### config.mk
export PLATFORM = sky130hd
export DESIGN_NAME = flash_protect
export DESIGN_NICKNAME = d
export VERILOG_FILES = /design/src/rtl/flash_protect_pkg.sv /design/src/rtl/flash_protect.sv
export SDC_FILE = /design/constraint.sdc
export NUM_CORES = 1
export LEC_CHECK = 0
export BUFFER_PORTS_ARGS = -buffer_cell sky130_fd_sc_hd__buf_2
export CAP_MARGIN = 20
export CELL_PAD_IN_SITES_DETAIL_PLACEMENT = 0
export CELL_PAD_IN_SITES_GLOBAL_PLACEMENT = 2
export CORE_ASPECT_RATIO = 0.75
export CORE_MARGIN = 8
export CORE_UTILIZATION = 37
export CTS_BUF_LIST = sky130_fd_sc_hd__clkbuf_8
export DETAILED_ROUTE_END_ITERATION = 16
export PLACE_DENSITY = 0.85
export SLEW_MARGIN = 40
export SYNTH_ARGS = -nofsm -noshare
export SYNTH_HDL_FRONTEND = slang
export SYNTH_SLANG_ARGS = --single-unit
### constraint.sdc
create_clock -name sys_clk -period 4.1 [get_ports sys_clk]
set_input_delay 0 -clock sys_clk [delete_from_list [all_inputs] [get_ports sys_clk]]
set_output_delay 0 -clock sys_clk [all_outputs]
set_load 0.05 [all_outputs]
### src/rtl/flash_protect_pkg.sv
// constants and types for the flash write-protection block
package flash_protect_pkg;
   localparam int ADDR_W = 19;
   localparam logic [7:0] STATUS_RESET = 8'h00;
   localparam logic [7:0] ARRAY_ERASED = 8'hff;
   localparam int CLK_MHZ = 50;
   // times in their own units, as printed
   localparam int SUSPEND_LAT_US = 30;
   localparam int PROG_MAX_MS = 3;
   localparam int ERASE_MAX_MS = 20;
   localparam int WRSR_MAX_MS = 12;
   localparam int DP_ENTRY_US = 3;
   localparam int DP_RELEASE_US = 8;
   // cycle counts, each time multiplied by CLK_MHZ, with no rounding
   localparam int SUSPEND_CYC = SUSPEND_LAT_US * CLK_MHZ;
   localparam int PROG_CYC = PROG_MAX_MS * 1000 * CLK_MHZ;
   localparam int ERASE_CYC = ERASE_MAX_MS * 1000 * CLK_MHZ;
   localparam int WRSR_CYC = WRSR_MAX_MS * 1000 * CLK_MHZ;
   localparam int DP_ENTRY_CYC = DP_ENTRY_US * CLK_MHZ;
   localparam int DP_RELEASE_CYC = DP_RELEASE_US * CLK_MHZ;
   localparam int CNT_W = 24;
   localparam int BLOCK64_SHIFT = 16;
   localparam int SECTOR4_SHIFT = 12;

   typedef enum logic [2:0] {
      CMD_NONE, CMD_SET_WRITE_ENABLE_COMMAND, CMD_WRDI, CMD_WRSR, CMD_PROGRAM, CMD_ERASE,
      CMD_DEEP_DOWN, CMD_RELEASE
   } cmd_e;

   typedef struct packed {
      logic protect_complement_bit;
      logic status_protect_bit_b;
      logic status_protect_bit_a;
      logic protect_granularity_bit;
      logic protect_bottom_select_bit;
      logic [2:0] protect_size;
   } protect_cfg_s;

   typedef struct packed {
      cmd_e code;
      logic [ADDR_W-1:0] addr;
      logic [7:0] status_data;
      protect_cfg_s cfg_data;
   } cmd_s;
endpackage : flash_protect_pkg

### src/rtl/flash_protect.sv
// write-protection and operation timing of a serial flash
`timescale 1ns/10ps
`default_nettype none
module flash_protect
   import flash_protect_pkg::*;
#(
   parameter int PROG_CYCLES = PROG_CYC,
   parameter int ERASE_CYCLES = ERASE_CYC,
   parameter int WRSR_CYCLES = WRSR_CYC
) (
   // clock and reset
   input wire logic sys_clk,
   input wire logic reset_n,
   // decoded command from the serial front end
   input wire logic cmd_valid,
   input wire flash_protect_pkg::cmd_s cmd,
   input wire logic cmd_byte_aligned,
   input wire logic suspend_req,
   input wire logic resume_req,
   // pins
   input wire logic write_protect_n,
   // status
   output logic busy,
   output logic write_enable_latch,
   output logic suspended,
   output logic deep_down,
   output flash_protect_pkg::protect_cfg_s protect_cfg,
   output logic [7:0] status_byte,
   // array write strobes, their address and the reject flag
   output logic array_program,
   output logic array_erase,
   output logic [ADDR_W-1:0] array_addr,
   output logic cmd_rejected
);
   import flash_protect_pkg::*;

   typedef enum logic [2:0] {
      ST_STANDBY, ST_PROGRAM, ST_ERASE, ST_WRSR, ST_SUSPENDING,
      ST_SUSPENDED, ST_DP_ENTER, ST_DP_EXIT
   } state_e;

   logic rst_meta_reg;
   logic rst_sync_reg;
   state_e state_reg;
   state_e resume_state_reg;
   logic [CNT_W-1:0] count_reg;
   logic [CNT_W-1:0] saved_count_reg;
   logic in_dp_reg;
   logic protected_hit;
   logic accept;
   logic is_write_cmd;

   // reset release through two flops
   // every later flop leaves reset on the same edge
   always_ff @(posedge sys_clk or negedge reset_n) begin
      if (!reset_n) begin
         rst_meta_reg <= 1'b0;
         rst_sync_reg <= 1'b0;
      end else begin
         rst_meta_reg <= 1'b1;
         rst_sync_reg <= rst_meta_reg;
      end
   end

   // protected region decode on the target address
   function automatic logic in_region(input protect_cfg_s c,
                                      input logic [ADDR_W-1:0] a);
      logic hit;
      logic [2:0] blk;
      logic [2:0] sec;
      hit = 1'b0;
      blk = a[ADDR_W-1:BLOCK64_SHIFT];
      sec = a[BLOCK64_SHIFT-2:SECTOR4_SHIFT];
      if (c.protect_size == 3'h0) begin
         hit = 1'b0;
      end else if (!c.protect_granularity_bit) begin
         if (c.protect_size[2]) begin
            hit = 1'b1;
         end else begin
            case (c.protect_size[1:0])
               2'h1: hit = c.protect_bottom_select_bit ? (blk == 3'h0)
                           : (blk == 3'h7);
               2'h2: hit = c.protect_bottom_select_bit ? (blk[2:1] == 2'h0)
                           : (blk[2:1] == 2'h3);
               default: hit = c.protect_bottom_select_bit ? !blk[2]
                           : blk[2];
            endcase
         end
      end else if (c.protect_size == 3'h7) begin
         hit = 1'b1;
      end else begin
         // sector mode applies inside the end block only
         // the end block's outer half holds the sector-mode region
         if (c.protect_bottom_select_bit) begin
            hit = (blk == 3'h0) && !a[BLOCK64_SHIFT-1];
            case (c.protect_size)
               3'h1: hit = hit && (sec == 3'h0);
               3'h2: hit = hit && (sec[2:1] == 2'h0);
               3'h3: hit = hit && !sec[2];
               default: hit = hit;
            endcase
         end else begin
            hit = (blk == 3'h7) && a[BLOCK64_SHIFT-1];
            case (c.protect_size)
               3'h1: hit = hit && (sec == 3'h7);
               3'h2: hit = hit && (sec[2:1] == 2'h3);
               3'h3: hit = hit && sec[2];
               default: hit = hit;
            endcase
         end
      end
      // complement inverts every row, the all/none rows swap too
      if (c.protect_complement_bit) begin
         hit = !hit;
      end
      return hit;
   endfunction

   assign protected_hit = in_region(protect_cfg, cmd.addr);
   assign is_write_cmd = (cmd.code == CMD_WRSR) || (cmd.code == CMD_PROGRAM)
                         || (cmd.code == CMD_ERASE);
   // byte-boundary check gates every command
   // a cut command is dropped whole, never half applied
   assign accept = cmd_valid && cmd_byte_aligned;

   // command acceptance and operation timing
   // counts run to the worst-case time, so busy never drops early
   always_ff @(posedge sys_clk or negedge rst_sync_reg) begin
      if (!rst_sync_reg) begin
         state_reg <= ST_STANDBY;
         resume_state_reg <= ST_STANDBY;
         count_reg <= '0;
         saved_count_reg <= '0;
         in_dp_reg <= 1'b0;
      end else begin
         case (state_reg)
            ST_STANDBY: begin
               if (accept && !in_dp_reg && write_enable_latch) begin
                  if (cmd.code == CMD_WRSR) begin
                     state_reg <= ST_WRSR;
                     count_reg <= CNT_W'(WRSR_CYCLES - 1);
                  end else if (cmd.code == CMD_PROGRAM && !protected_hit) begin
                     state_reg <= ST_PROGRAM;
                     count_reg <= CNT_W'(PROG_CYCLES - 1);
                  end else if (cmd.code == CMD_ERASE && !protected_hit) begin
                     state_reg <= ST_ERASE;
                     count_reg <= CNT_W'(ERASE_CYCLES - 1);
                  end
               end
               if (accept && !in_dp_reg && cmd.code == CMD_DEEP_DOWN) begin
                  state_reg <= ST_DP_ENTER;
                  count_reg <= CNT_W'(DP_ENTRY_CYC - 1);
               end
               // release is the only way out of deep power-down
               if (accept && in_dp_reg && cmd.code == CMD_RELEASE) begin
                  state_reg <= ST_DP_EXIT;
                  count_reg <= CNT_W'(DP_RELEASE_CYC - 1);
               end
            end
            ST_PROGRAM, ST_ERASE: begin
               if (suspend_req) begin
                  // remaining work is kept for the resume
                  // a suspend in the last cycle still parks the operation
                  resume_state_reg <= state_reg;
                  saved_count_reg <= count_reg;
                  state_reg <= ST_SUSPENDING;
                  count_reg <= CNT_W'(SUSPEND_CYC - 1);
               end else if (count_reg == '0) begin
                  state_reg <= ST_STANDBY;
               end else begin
                  count_reg <= count_reg - 1'b1;
               end
            end
            ST_WRSR, ST_SUSPENDING: begin
               if (count_reg == '0) begin
                  if (state_reg == ST_WRSR) begin
                     state_reg <= ST_STANDBY;
                  end else begin
                     state_reg <= ST_SUSPENDED;
                  end
               end else begin
                  count_reg <= count_reg - 1'b1;
               end
            end
            ST_SUSPENDED: begin
               // spacing of resume and next suspend is the host's duty
               if (resume_req) begin
                  state_reg <= resume_state_reg;
                  count_reg <= saved_count_reg;
               end
            end
            ST_DP_ENTER, ST_DP_EXIT: begin
               if (count_reg == '0) begin
                  in_dp_reg <= (state_reg == ST_DP_ENTER);
                  state_reg <= ST_STANDBY;
               end else begin
                  count_reg <= count_reg - 1'b1;
               end
            end
            default: state_reg <= ST_STANDBY;
         endcase
      end
   end

   // write enable latch, protect field and status
   always_ff @(posedge sys_clk or negedge rst_sync_reg) begin
      if (!rst_sync_reg) begin
         write_enable_latch <= 1'b0;
         protect_cfg <= protect_cfg_s'(STATUS_RESET);
         status_byte <= STATUS_RESET;
      end else begin
         if (state_reg == ST_STANDBY && accept && !in_dp_reg) begin
            if (cmd.code == CMD_SET_WRITE_ENABLE_COMMAND) begin
               write_enable_latch <= 1'b1;
            end else if (cmd.code == CMD_WRDI) begin
               write_enable_latch <= 1'b0;
            // a refused write still spends the latch
            end else if (is_write_cmd && write_enable_latch) begin
               write_enable_latch <= 1'b0;
            end
            if (cmd.code == CMD_WRSR && write_enable_latch) begin
               status_byte <= cmd.status_data;
               // pin low keeps every protect_cfg bit except protect_complement_bit
               if (write_protect_n) begin
                  protect_cfg <= cmd.cfg_data;
               end else begin
                  protect_cfg.protect_complement_bit <=
                     cmd.cfg_data.protect_complement_bit;
               end
            end
         end
      end
   end

   // array strobes, one cycle at command acceptance
   // no handshake here: the array side never stalls a strobe
   always_ff @(posedge sys_clk or negedge rst_sync_reg) begin
      if (!rst_sync_reg) begin
         array_program <= 1'b0;
         array_erase <= 1'b0;
         array_addr <= '0;
         cmd_rejected <= 1'b0;
      end else begin
         array_program <= 1'b0;
         array_erase <= 1'b0;
         cmd_rejected <= 1'b0;
         if (state_reg == ST_STANDBY && accept && !in_dp_reg
             && write_enable_latch && !protected_hit) begin
            array_program <= (cmd.code == CMD_PROGRAM);
            array_erase <= (cmd.code == CMD_ERASE);
            array_addr <= cmd.addr;
         end
         if (cmd_valid && (!cmd_byte_aligned || state_reg != ST_STANDBY
             || (in_dp_reg && cmd.code != CMD_RELEASE)
             || (is_write_cmd && !write_enable_latch)
             || (cmd.code inside {CMD_PROGRAM, CMD_ERASE}
                 && protected_hit))) begin
            cmd_rejected <= 1'b1;
         end
      end
   end

   // registered status flags
   // flags lag the state by a cycle so each output is a flop
   always_ff @(posedge sys_clk or negedge rst_sync_reg) begin
      if (!rst_sync_reg) begin
         busy <= 1'b0;
         suspended <= 1'b0;
         deep_down <= 1'b0;
      end else begin
         busy <= !(state_reg inside {ST_STANDBY, ST_SUSPENDED});
         suspended <= (state_reg == ST_SUSPENDED);
         deep_down <= in_dp_reg;
      end
   end
endmodule : flash_protect
`default_nettype wire

=== Word level (Yosys, flattened, before mapping) ===
Cells that the tools add are included.

* Add/sub/neg operators: 1
* Eq/ne operators: 29
* Muxes and demuxes: 40
* Reduce and logical (&&, ||, !) cells: 63

{| class="wikitable"
|+ Operator list
! cell !! count
|-
| $mux W24 || 9
|-
| $pmux W24 S4 || 1
|-
| $eq A3 B3 Y1 const B || 11
|-
| $mux W3 || 11
|-
| $logic_and A1 B1 Y1 || 26
|-
| $logic_not A24 Y1 || 1
|-
| $sub A24 B1 Y24 const B || 1
|-
| $eq A3 B2 Y1 const B || 6
|-
| $mux W1 || 15
|-
| $pmux W3 S5 || 1
|-
| $logic_not A3 Y1 || 4
|-
| $eq A3 B1 Y1 const B || 3
|-
| $logic_not A1 Y1 || 9
|-
| $reduce_and A2 Y1 || 4
|-
| $eq A2 B2 Y1 const B || 3
|-
| $logic_or A1 B1 Y1 || 6
|-
| $ne A6 B5 Y1 const B || 1
|-
| $pmux W1 S3 || 2
|-
| $reduce_and A3 Y1 || 2
|-
| $reduce_bool A3 Y1 || 2
|-
| $reduce_or A2 Y1 || 3
|-
| $logic_not A2 Y1 || 2
|-
| $ne A2 B2 Y1 const B || 2
|-
| $ne A4 B4 Y1 const B || 1
|-
| other kinds (6) || 7
|}

* Register bits: 99
* Input port bits: 45
* Output and inout port bits: 42

=== Depth between registers and ports, before layout ===
Gate-level depths: netlist of run 1.

* Word-level depth: 19
* Gate-level depth with buffers: 10

=== Worst setup path after synthesis of run 1 ===
No wires, ideal clock.

* Path type: register to register
* From: reg protect_cfg[1] (netlist name)
* To: reg array_addr[18]
* Library setup time: 0.125 ns
* Data arrival time: 2.746 ns
* Data required time: 3.975 ns
* Slack: 1.229 ns
* Stages on the path, launching flop included: 10
* Path through: dfrtp_1 ha_1 or4bb_1 nand3_1 o22ai_1 a22oi_2 and2_4 and3_4 buf_6 mux2_4

* Longest elaborated chain between the ends: 10
* Elaborated cells on any way between the ends: 19
* Classes of those cells: eq/ne: 6; mux: 9; reduce/logical: 4

{| class="wikitable"
|+ Ends and longest elaborated chain
! element !! line !! text
|-
| from (decl) || flash_protect.sv:27 || <nowiki>output flash_protect_pkg::protect_cfg_s protect_cfg,</nowiki>
|-
| from (signal assigned) || flash_protect.sv:209 || <nowiki>protect_cfg <= protect_cfg_s'(STATUS_RESET);</nowiki>
|-
| from (signal assigned) || flash_protect.sv:225 || <nowiki>protect_cfg <= cmd.cfg_data;</nowiki>
|-
| $eq A3 B2 Y1 or $eq A3 B1 Y1 (tied branches) || flash_protect.sv:96, flash_protect.sv:104 ||
|-
| $pmux W1 S3, on equally long branches || flash_protect.sv:104, flash_protect.sv:96 ||
|-
| $mux W1 || flash_protect.sv:94 || <nowiki>if (c.protect_bottom_select_bit) begin</nowiki>
|-
| $mux W1 || flash_protect.sv:89 || <nowiki>end else if (c.protect_size == 3'h7) begin</nowiki>
|-
| $mux W1 || flash_protect.sv:76 || <nowiki>end else if (!c.protect_granularity_bit) begin</nowiki>
|-
| $mux W1 * || flash_protect.sv:74 || <nowiki>if (c.protect_size == 3'h0) begin</nowiki>
|-
| $logic_not A1 Y1 || flash_protect.sv:114 || <nowiki>hit = !hit;</nowiki>
|-
| $mux W1 * || flash_protect.sv:113 || <nowiki>if (c.protect_complement_bit) begin</nowiki>
|-
| $logic_not A1 Y1 * || flash_protect.sv:248 || <nowiki>&& write_enable_latch && !protected_hit) begin</nowiki>
|-
| $logic_and A1 B1 Y1 * || flash_protect.sv:248 ||
|-
| to (signal assigned) || flash_protect.sv:251 || <nowiki>array_addr <= cmd.addr;</nowiki>
|-
| to (decl) || flash_protect.sv:32 || <nowiki>output logic [ADDR_W-1:0] array_addr,</nowiki>
|}

Mark *: on every way between the ends. The rest lies on a longest branch, timed or not.
A chain may end at the register's enable or synchronous reset.

=== Final worst setup path of run 1 ===
* From: reg protect_cfg[0] (netlist name)
* To: reg array_addr[0]

Same word-level chain as after synthesis.

==> reports/qor.txt, run 1 <==
Setup TNS Final - 0 ns
Inserted Clock Buffers - 9
Final Hold Fails - 0
Drt initial violations - 298
Worst relative slew slack - 56.0%
CP Launch Type - flop
Largest cells by area after synthesis - dfrtp_1 49%, mux2_2 6.9%, mux2_4 5.3%
Clock Latency Late Sink - 0.37 ns
CP arrival - 3.17 ns
Crit path kind - reg2reg
Part of the Yosys area used for sequential elements - 48.6%
Final wirelength - 14.0 mm
Via count - 4249
Total iterations of the first detailed-routing run - 5
Final #Nets - 673
Antenna diodes - 0
Drt drc - 0
Post-synth ARST share - 100%
Hold Path Class - in2reg
Fillers - 1277
Fin crit share - 71.0%
Drt wl/cell - 17.5 microns
First-pass GRT wire length - 22.8 mm
Skew final - 0.0143 ns
Initial antenna violation count - 0
Htree depth - 3
Clock transition at the registers of the reported paths - 0.10 ns
Rows - 37
Placed Cells - 743
IO buf count - 86
Die span in y - 118 microns
Distinct cell type count after synthesis - 67
Share of layout cells above drive strength 1 - 27.9%
Data required time of the critical path - 4.36 ns
Post-synth top area cell - dfrtp_1
Core ar. - 13600 sq um
Leakage power - 2.93 nW
FMAX - 343 MHz
RSZ-0062 raised after global routing - false
Status - completed
Top cells by count, synth - 99 x dfrtp_1, 43 x o21ai_0, 41 x nand2_1
Non-Filler Instances - 802
Pwr Density - 676 nW/um^2
Cell with the most instances after synthesis - dfrtp_1
Fin crit period - 2.91 ns
Initial core utilization - 37.5%
Synth Register Bits - 99
Clock Sinks - 99
Gpl congestion - 0.828
Area grow syn2layout - 24.7%
Overflow after GRT - 0
TritonCTS clock tree - done
Max clock buf depth - 2
Max Cap Viol - 0
Syn nets - 547
Post-route ant nets - 0
Mapped Area - 5090 sq um
Largest net degree at the start of global routing - 42
Slew @ Worst Pin - 0.660 ns
VDD IR max - 0.432 mV
Post-Syn Instances - 496
Post-synth EDFFs - 0
Cells resized by post-CTS repair - 0
Via density - 5.30
Avg Inst Size Synth - 10.3 sq um
Post-DP HPWL - 9.84 mm
Root Driver - clkbuf_8
Total Routing Usage GR - 16.0%
Design Power - 4.29 mW
Vias in the first global route - 4298
Synth warn - 0
Fin. max-slew vios - 0
Worst setup EP type - flop
Final setup fails - 0
Die width - 151 microns
Synth top area share - 48.6%
DIE AREA - 17800 sq um
Primary FF master, synth - dfrtp_1
Critical Path Fanout Max - 21
Number of top-level pins - 87
==> what timing repair did <==
item | in CTS | in global routing
hold endpoints to repair | 40 | 0
hold buffers | 42 | 0
setup buffers | 0 | 0
==> cell families (layout without fill, tap and decap cells) <==
| logic type | after synthesis | in the layout | share of synthesized area [%] |
|---|---|---|---|
| buffers and inverters | 45 | 176 | 3.71 |
| other | 1 | 1 | 0.0736 |
| AO/OA/AOI/OAI | 136 | 136 | 17.4 |
| XOR/XNOR | 5 | 5 | 0.860 |
| AND/OR/NAND/NOR | 154 | 154 | 15.5 |
| adder cells (fa/ha/maj) | 6 | 6 | 1.47 |
| flip-flops | 99 | 99 | 48.6 |
| multiplexers | 50 | 50 | 12.4 |
==> layout make-up <==
class	count	area, sq um	share of cell area, %
Multi-Input combinational cell	352	2430	38.3
Tap cell	175	219	3.45
Inverter	21	78.8	1.24
Timing Repair Buffer	139	950	14.9
Clock buffer	9	124	1.95
Clock inverter	7	70.1	1.10
Sequential cell	99	2480	39.1
==> report_power, final <==
group | total [mW] | switching (mW) | internal (mW)
Sequential | 1.56 | 0.280 | 1.28
Combinational | 2.10 | 1.32 | 0.784
Clock | 0.632 | 0.352 | 0.280
==> path summary, 6_finish.rpt <==
kind,start,endpoint,slack [ns],cells past startpoint
min,cmd[35],array_erase,0.05,2
max reg2reg,protect_cfg[0],array_addr[0],1.19,9
max,protect_cfg[0],array_addr[0],1.19,9
min in group asynchronous,rst_sync_reg,resume_state_reg[2],0.28,0
max in group asynchronous,rst_sync_reg,array_addr[6],2.79,2
min reg2reg,rst_sync_reg,resume_state_reg[2],0.28,0
==> critical path, stage by stage (launching register included) <==
cell     delay, ns
dfrtp_1       0.44
inv_1         0.10
ha_1          0.22
or4bb_1       0.50
nand3_1       0.10
o22ai_1       0.09
a22oi_2       0.30
and2_4        0.21
and3_4        0.44
mux2_2        0.38
==> layer usage <==
| layer | up-vias | track usage (%) | wire length, microns |
|---|---|---|---|
| li1 | 2055 | - | - |
| met1 | 2071 | 22.9 | 6870 |
| met2 | 106 | 23.7 | 6250 |
| met3 | 17 | 3.50 | 720 |
| met4 | 0 | 4.07 | 169 |
| met5 | - | 0 | 0 |
==> placed cells by master (no fill, tap or decap), types with 5 or more instances in the layout <==
master / n
nand2_1: 41
nor3_1: 19
a21oi_1: 27
a221oi_1: 7
nand2b_1: 7
inv_1: 21
mux2_2: 31
o22ai_1: 7
a211oi_1: 6
dlygate4sd3_1: 42
dfrtp_1: 98
buf_4: 9
nor2_1: 36
ha_1: 6
o21ai_0: 43
or3_1: 5
o31ai_1: 5
clkbuf_8: 9
mux2_4: 18
a31oi_1: 6
nand3_1: 8
buf_2: 86
==> per-stage QoR <==
stage | area, sq um | hold WS [ns] | utilization, % | setup WS [ns]
floorplan | 5090 | -0.296 | - | 1.14
global placement | 5700 | -0.214 | 42.0 | 1.12
detailed placement | 5720 | -0.211 | 42.2 | 1.07
CTS | 6340 | 0.0364 | 46.7 | 1.05
global route | 6350 | 0.0469 | 46.8 | 0.998
finish | 6350 | 0.0524 | 46.8 | 1.19
No activity file was read; power rests on OpenSTA's default activity.
==> run 2, diff against run 1 <==
==> constraint.sdc (replaced) <==
create_clock -name sys_clk -period 2.72 [get_ports sys_clk]
set_input_delay 0 -clock sys_clk [delete_from_list [all_inputs] [get_ports sys_clk]]
set_output_delay 0 -clock sys_clk [all_outputs]
set_load 0.05 [all_outputs]
==> reports/qor.txt, run 2 (synthesized netlist as in run 1, its figures left out) <==
Hold Path Class - in2reg
Total iterations of the first detailed-routing run - 4 (-1)
Max clock buf depth - 2 (unchanged)
Drt initial violations - 249 (-16%)
Total Routing Usage GR - 16.2% (+0.19 points)
Reg area - 2480 sq um (+0.15%)
Drt wl/cell - 17.3 microns (-0.66%)
Final core occ - 48.7% (+1.8 points)
Critical Path Slowest Stage Cell - dfrtp_2
Initial antenna violation count - 0 (unchanged)
Clock transition at the registers of the reported paths - 0.10 ns (about the same)
Critical Path Fanout Max - 5 (-76%)
Most used cells in the layout excluding fill and tap cells - 95 x dfrtp_1, 86 x buf_2, 43 x o21ai_0
Leakage power - 3.05 nW (+4.0%)
Crit path capture - array_addr[2]
Skew final - 0.0105 ns (-0.00377 ns)
Crit path kind - reg2reg
Worst setup EP type - flop
Max Cap Viol - 0 (unchanged)
FMAX - 386 MHz (+12%)
Multi-input logic area - 2450 sq um (+0.98%)
Die span in y - 118 microns (unchanged)
P_sw - 2.99 mW (+54%)
Post-route ant nets - 0 (unchanged)
Crit-path cells - inv_1, ha_1, nor3b_1, nand3_2, o22ai_1, a211o_1, and2_4, and3_4, clkbuf_16, mux2_4
Clock Latency Late Sink - 0.37 ns (about the same)
Placed Cells - 763 (+2.7%)
Fin. max-slew vios - 0 (unchanged)
Crit path from - protect_cfg[1]
R2r endpoint - array_addr[2]
Fin crit share - 95.2% (+24 points)
Int Pwr - 3.70 mW (+58%)
Area grow syn2layout - 29.6%
Post-CTS Setup Bufs - 0 (unchanged)
Inserted Clock Buffers - 9 (unchanged)
Die width - 151 microns (unchanged)
Worst path max stage delay - 0.43 ns (-0.07 ns)
Via count - 4356 (+2.5%)
Sw Share - 44.8% (-0.64 points)
CP arrival - 2.84 ns (-0.33 ns)
First-pass GRT wire length - 23.3 mm (+1.8%)
Core ar. - 13600 sq um (unchanged)
Antenna diodes - 0 (unchanged)
Seq pwr share - 34.6% (-1.7 points)
Fin crit period - 2.59 ns (-0.323 ns)
Final wirelength - 14.3 mm (+1.8%)
Data required time of the critical path - 2.97 ns (-1.39 ns)
Non-Filler Instances - 822 (+2.5%)
Design Power - 6.69 mW (+56%)
CP Launch Type - flop
Most common cell after layout, fill and taps aside - dfrtp_1
Drt drc - 0 (unchanged)
IO buf count - 86 (unchanged)
Worst relative slew slack - 64.3% (+8.3 points)
DIE AREA - 17800 sq um (unchanged)
Post-DP HPWL - 10.0 mm (+1.6%)
Number of top-level pins - 87 (unchanged)
Root Driver - clkbuf_8
TritonCTS clock tree - done
Internal reg-to-reg setup slack - 0.13 ns (-1.06 ns)
Overflow after GRT - 0 (unchanged)
Largest net degree at the start of global routing - 82 (+95%)
Final setup fails - 0 (unchanged)
Status - completed
Final Hold Fails - 0 (unchanged)
Final #Nets - 693 (+3.0%)
Min Hold Slack - 0.0535 ns (+0.00113 ns)
Pwr Density - 1010 nW/um^2 (+50%)
Slew @ Worst Pin - 0.536 ns (-0.124 ns)
Htree depth - 3 (unchanged)
Via density - 5.30 (about the same)
VDD IR max - 0.470 mV (+8.7%)
Worst reg-to-reg path cell count - 10 (+1)
Fillers - 1259 (-1.4%)
Clock Sinks - 99 (unchanged)
Combinational share of power - 50.8% (+1.9 points)
Clock share of power - 14.7% (about the same)
Share of layout cells above drive strength 1 - 31.2% (+3.3 points)
Initial core utilization - 37.5% (unchanged)
Rows - 37 (unchanged)
Gpl congestion - 0.881 (+6.4%)
HP Start - cmd[35]
Reg-to-Reg Start - protect_cfg[1]
Vias in the first global route - 4318 (+0.47%)
[run 2: per-stage QoR]
| step | setup TNS [ns] | cell area (sq um) | setup slack [ns] |
|---|---|---|---|
| after CTS | 0 | 6550 | 0.0100 |
| after floorplan | 0 | 5100 | 0.00192 |
| after global routing | -0.0572 | 6600 | -0.0110 |
| after detailed placement | 0 | 5930 | 0.0155 |
| after global placement | 0 | 5930 | 0.103 |
| final | 0 | 6600 | 0.131 |
[run 2: timing repair]
action,4_1_cts,5_1_grt
gates resized for setup,0,7
hold endpoints to repair,40,0
endpoints found under the setup margin,0,35
hold buffers,42,0
[run 2: critical path, delay by kind of cell (launching register included)]
family                     cells  cell delay, ns
buffers and inverters          2            0.25
muxes                          1            0.30
DFF                            1            0.43
AOI/OAI and AO/OA              2            0.41
and+or+nand+nor                4            0.81
adders and majority gates      1            0.29
[run 2: how the worst min path moves through the flow]
stage | to | slack, ns | cells after the start
after floorplan | rst_meta_reg | -0.30 | 0
after global placement | rst_meta_reg | -0.22 | 1
after detailed placement | rst_meta_reg | -0.21 | 1
after CTS | array_erase | 0.03 | 2
after global routing | array_erase | 0.05 | 2
final | array_erase | 0.05 | 2
[run 2: area by class of cell]
class | instances | share of cell area [%]
sequential | 99 | 37.6
multi-input combinational | 352 | 37.2
timing repair buffer | 159 | 17.6
tap | 175 | 3.32
clock buffer | 9 | 1.88
inverter | 21 | 1.19
clock inverter | 7 | 1.16
[run 2: power groups by stage]
stage | sequential, mW | combinational (mW) | clock (mW)
after floorplan | 2.75 | 1.89 | 0
after global placement | 2.32 | 3.27 | 0
after detailed placement | 2.33 | 3.31 | 0
after CTS | 2.30 | 3.38 | 1.02
after global routing | 2.38 | 3.72 | 1.08
final | 2.31 | 3.40 | 0.982
[run 2: routing by layer]
layer	GRT usage [%]	vias up	share of wire, %
met4	3.21	0	1.0
li1	-	2098	-
met3	3.11	11	4.8
met2	23.6	95	44
met5	0	-	0
met1	24.1	2152	50
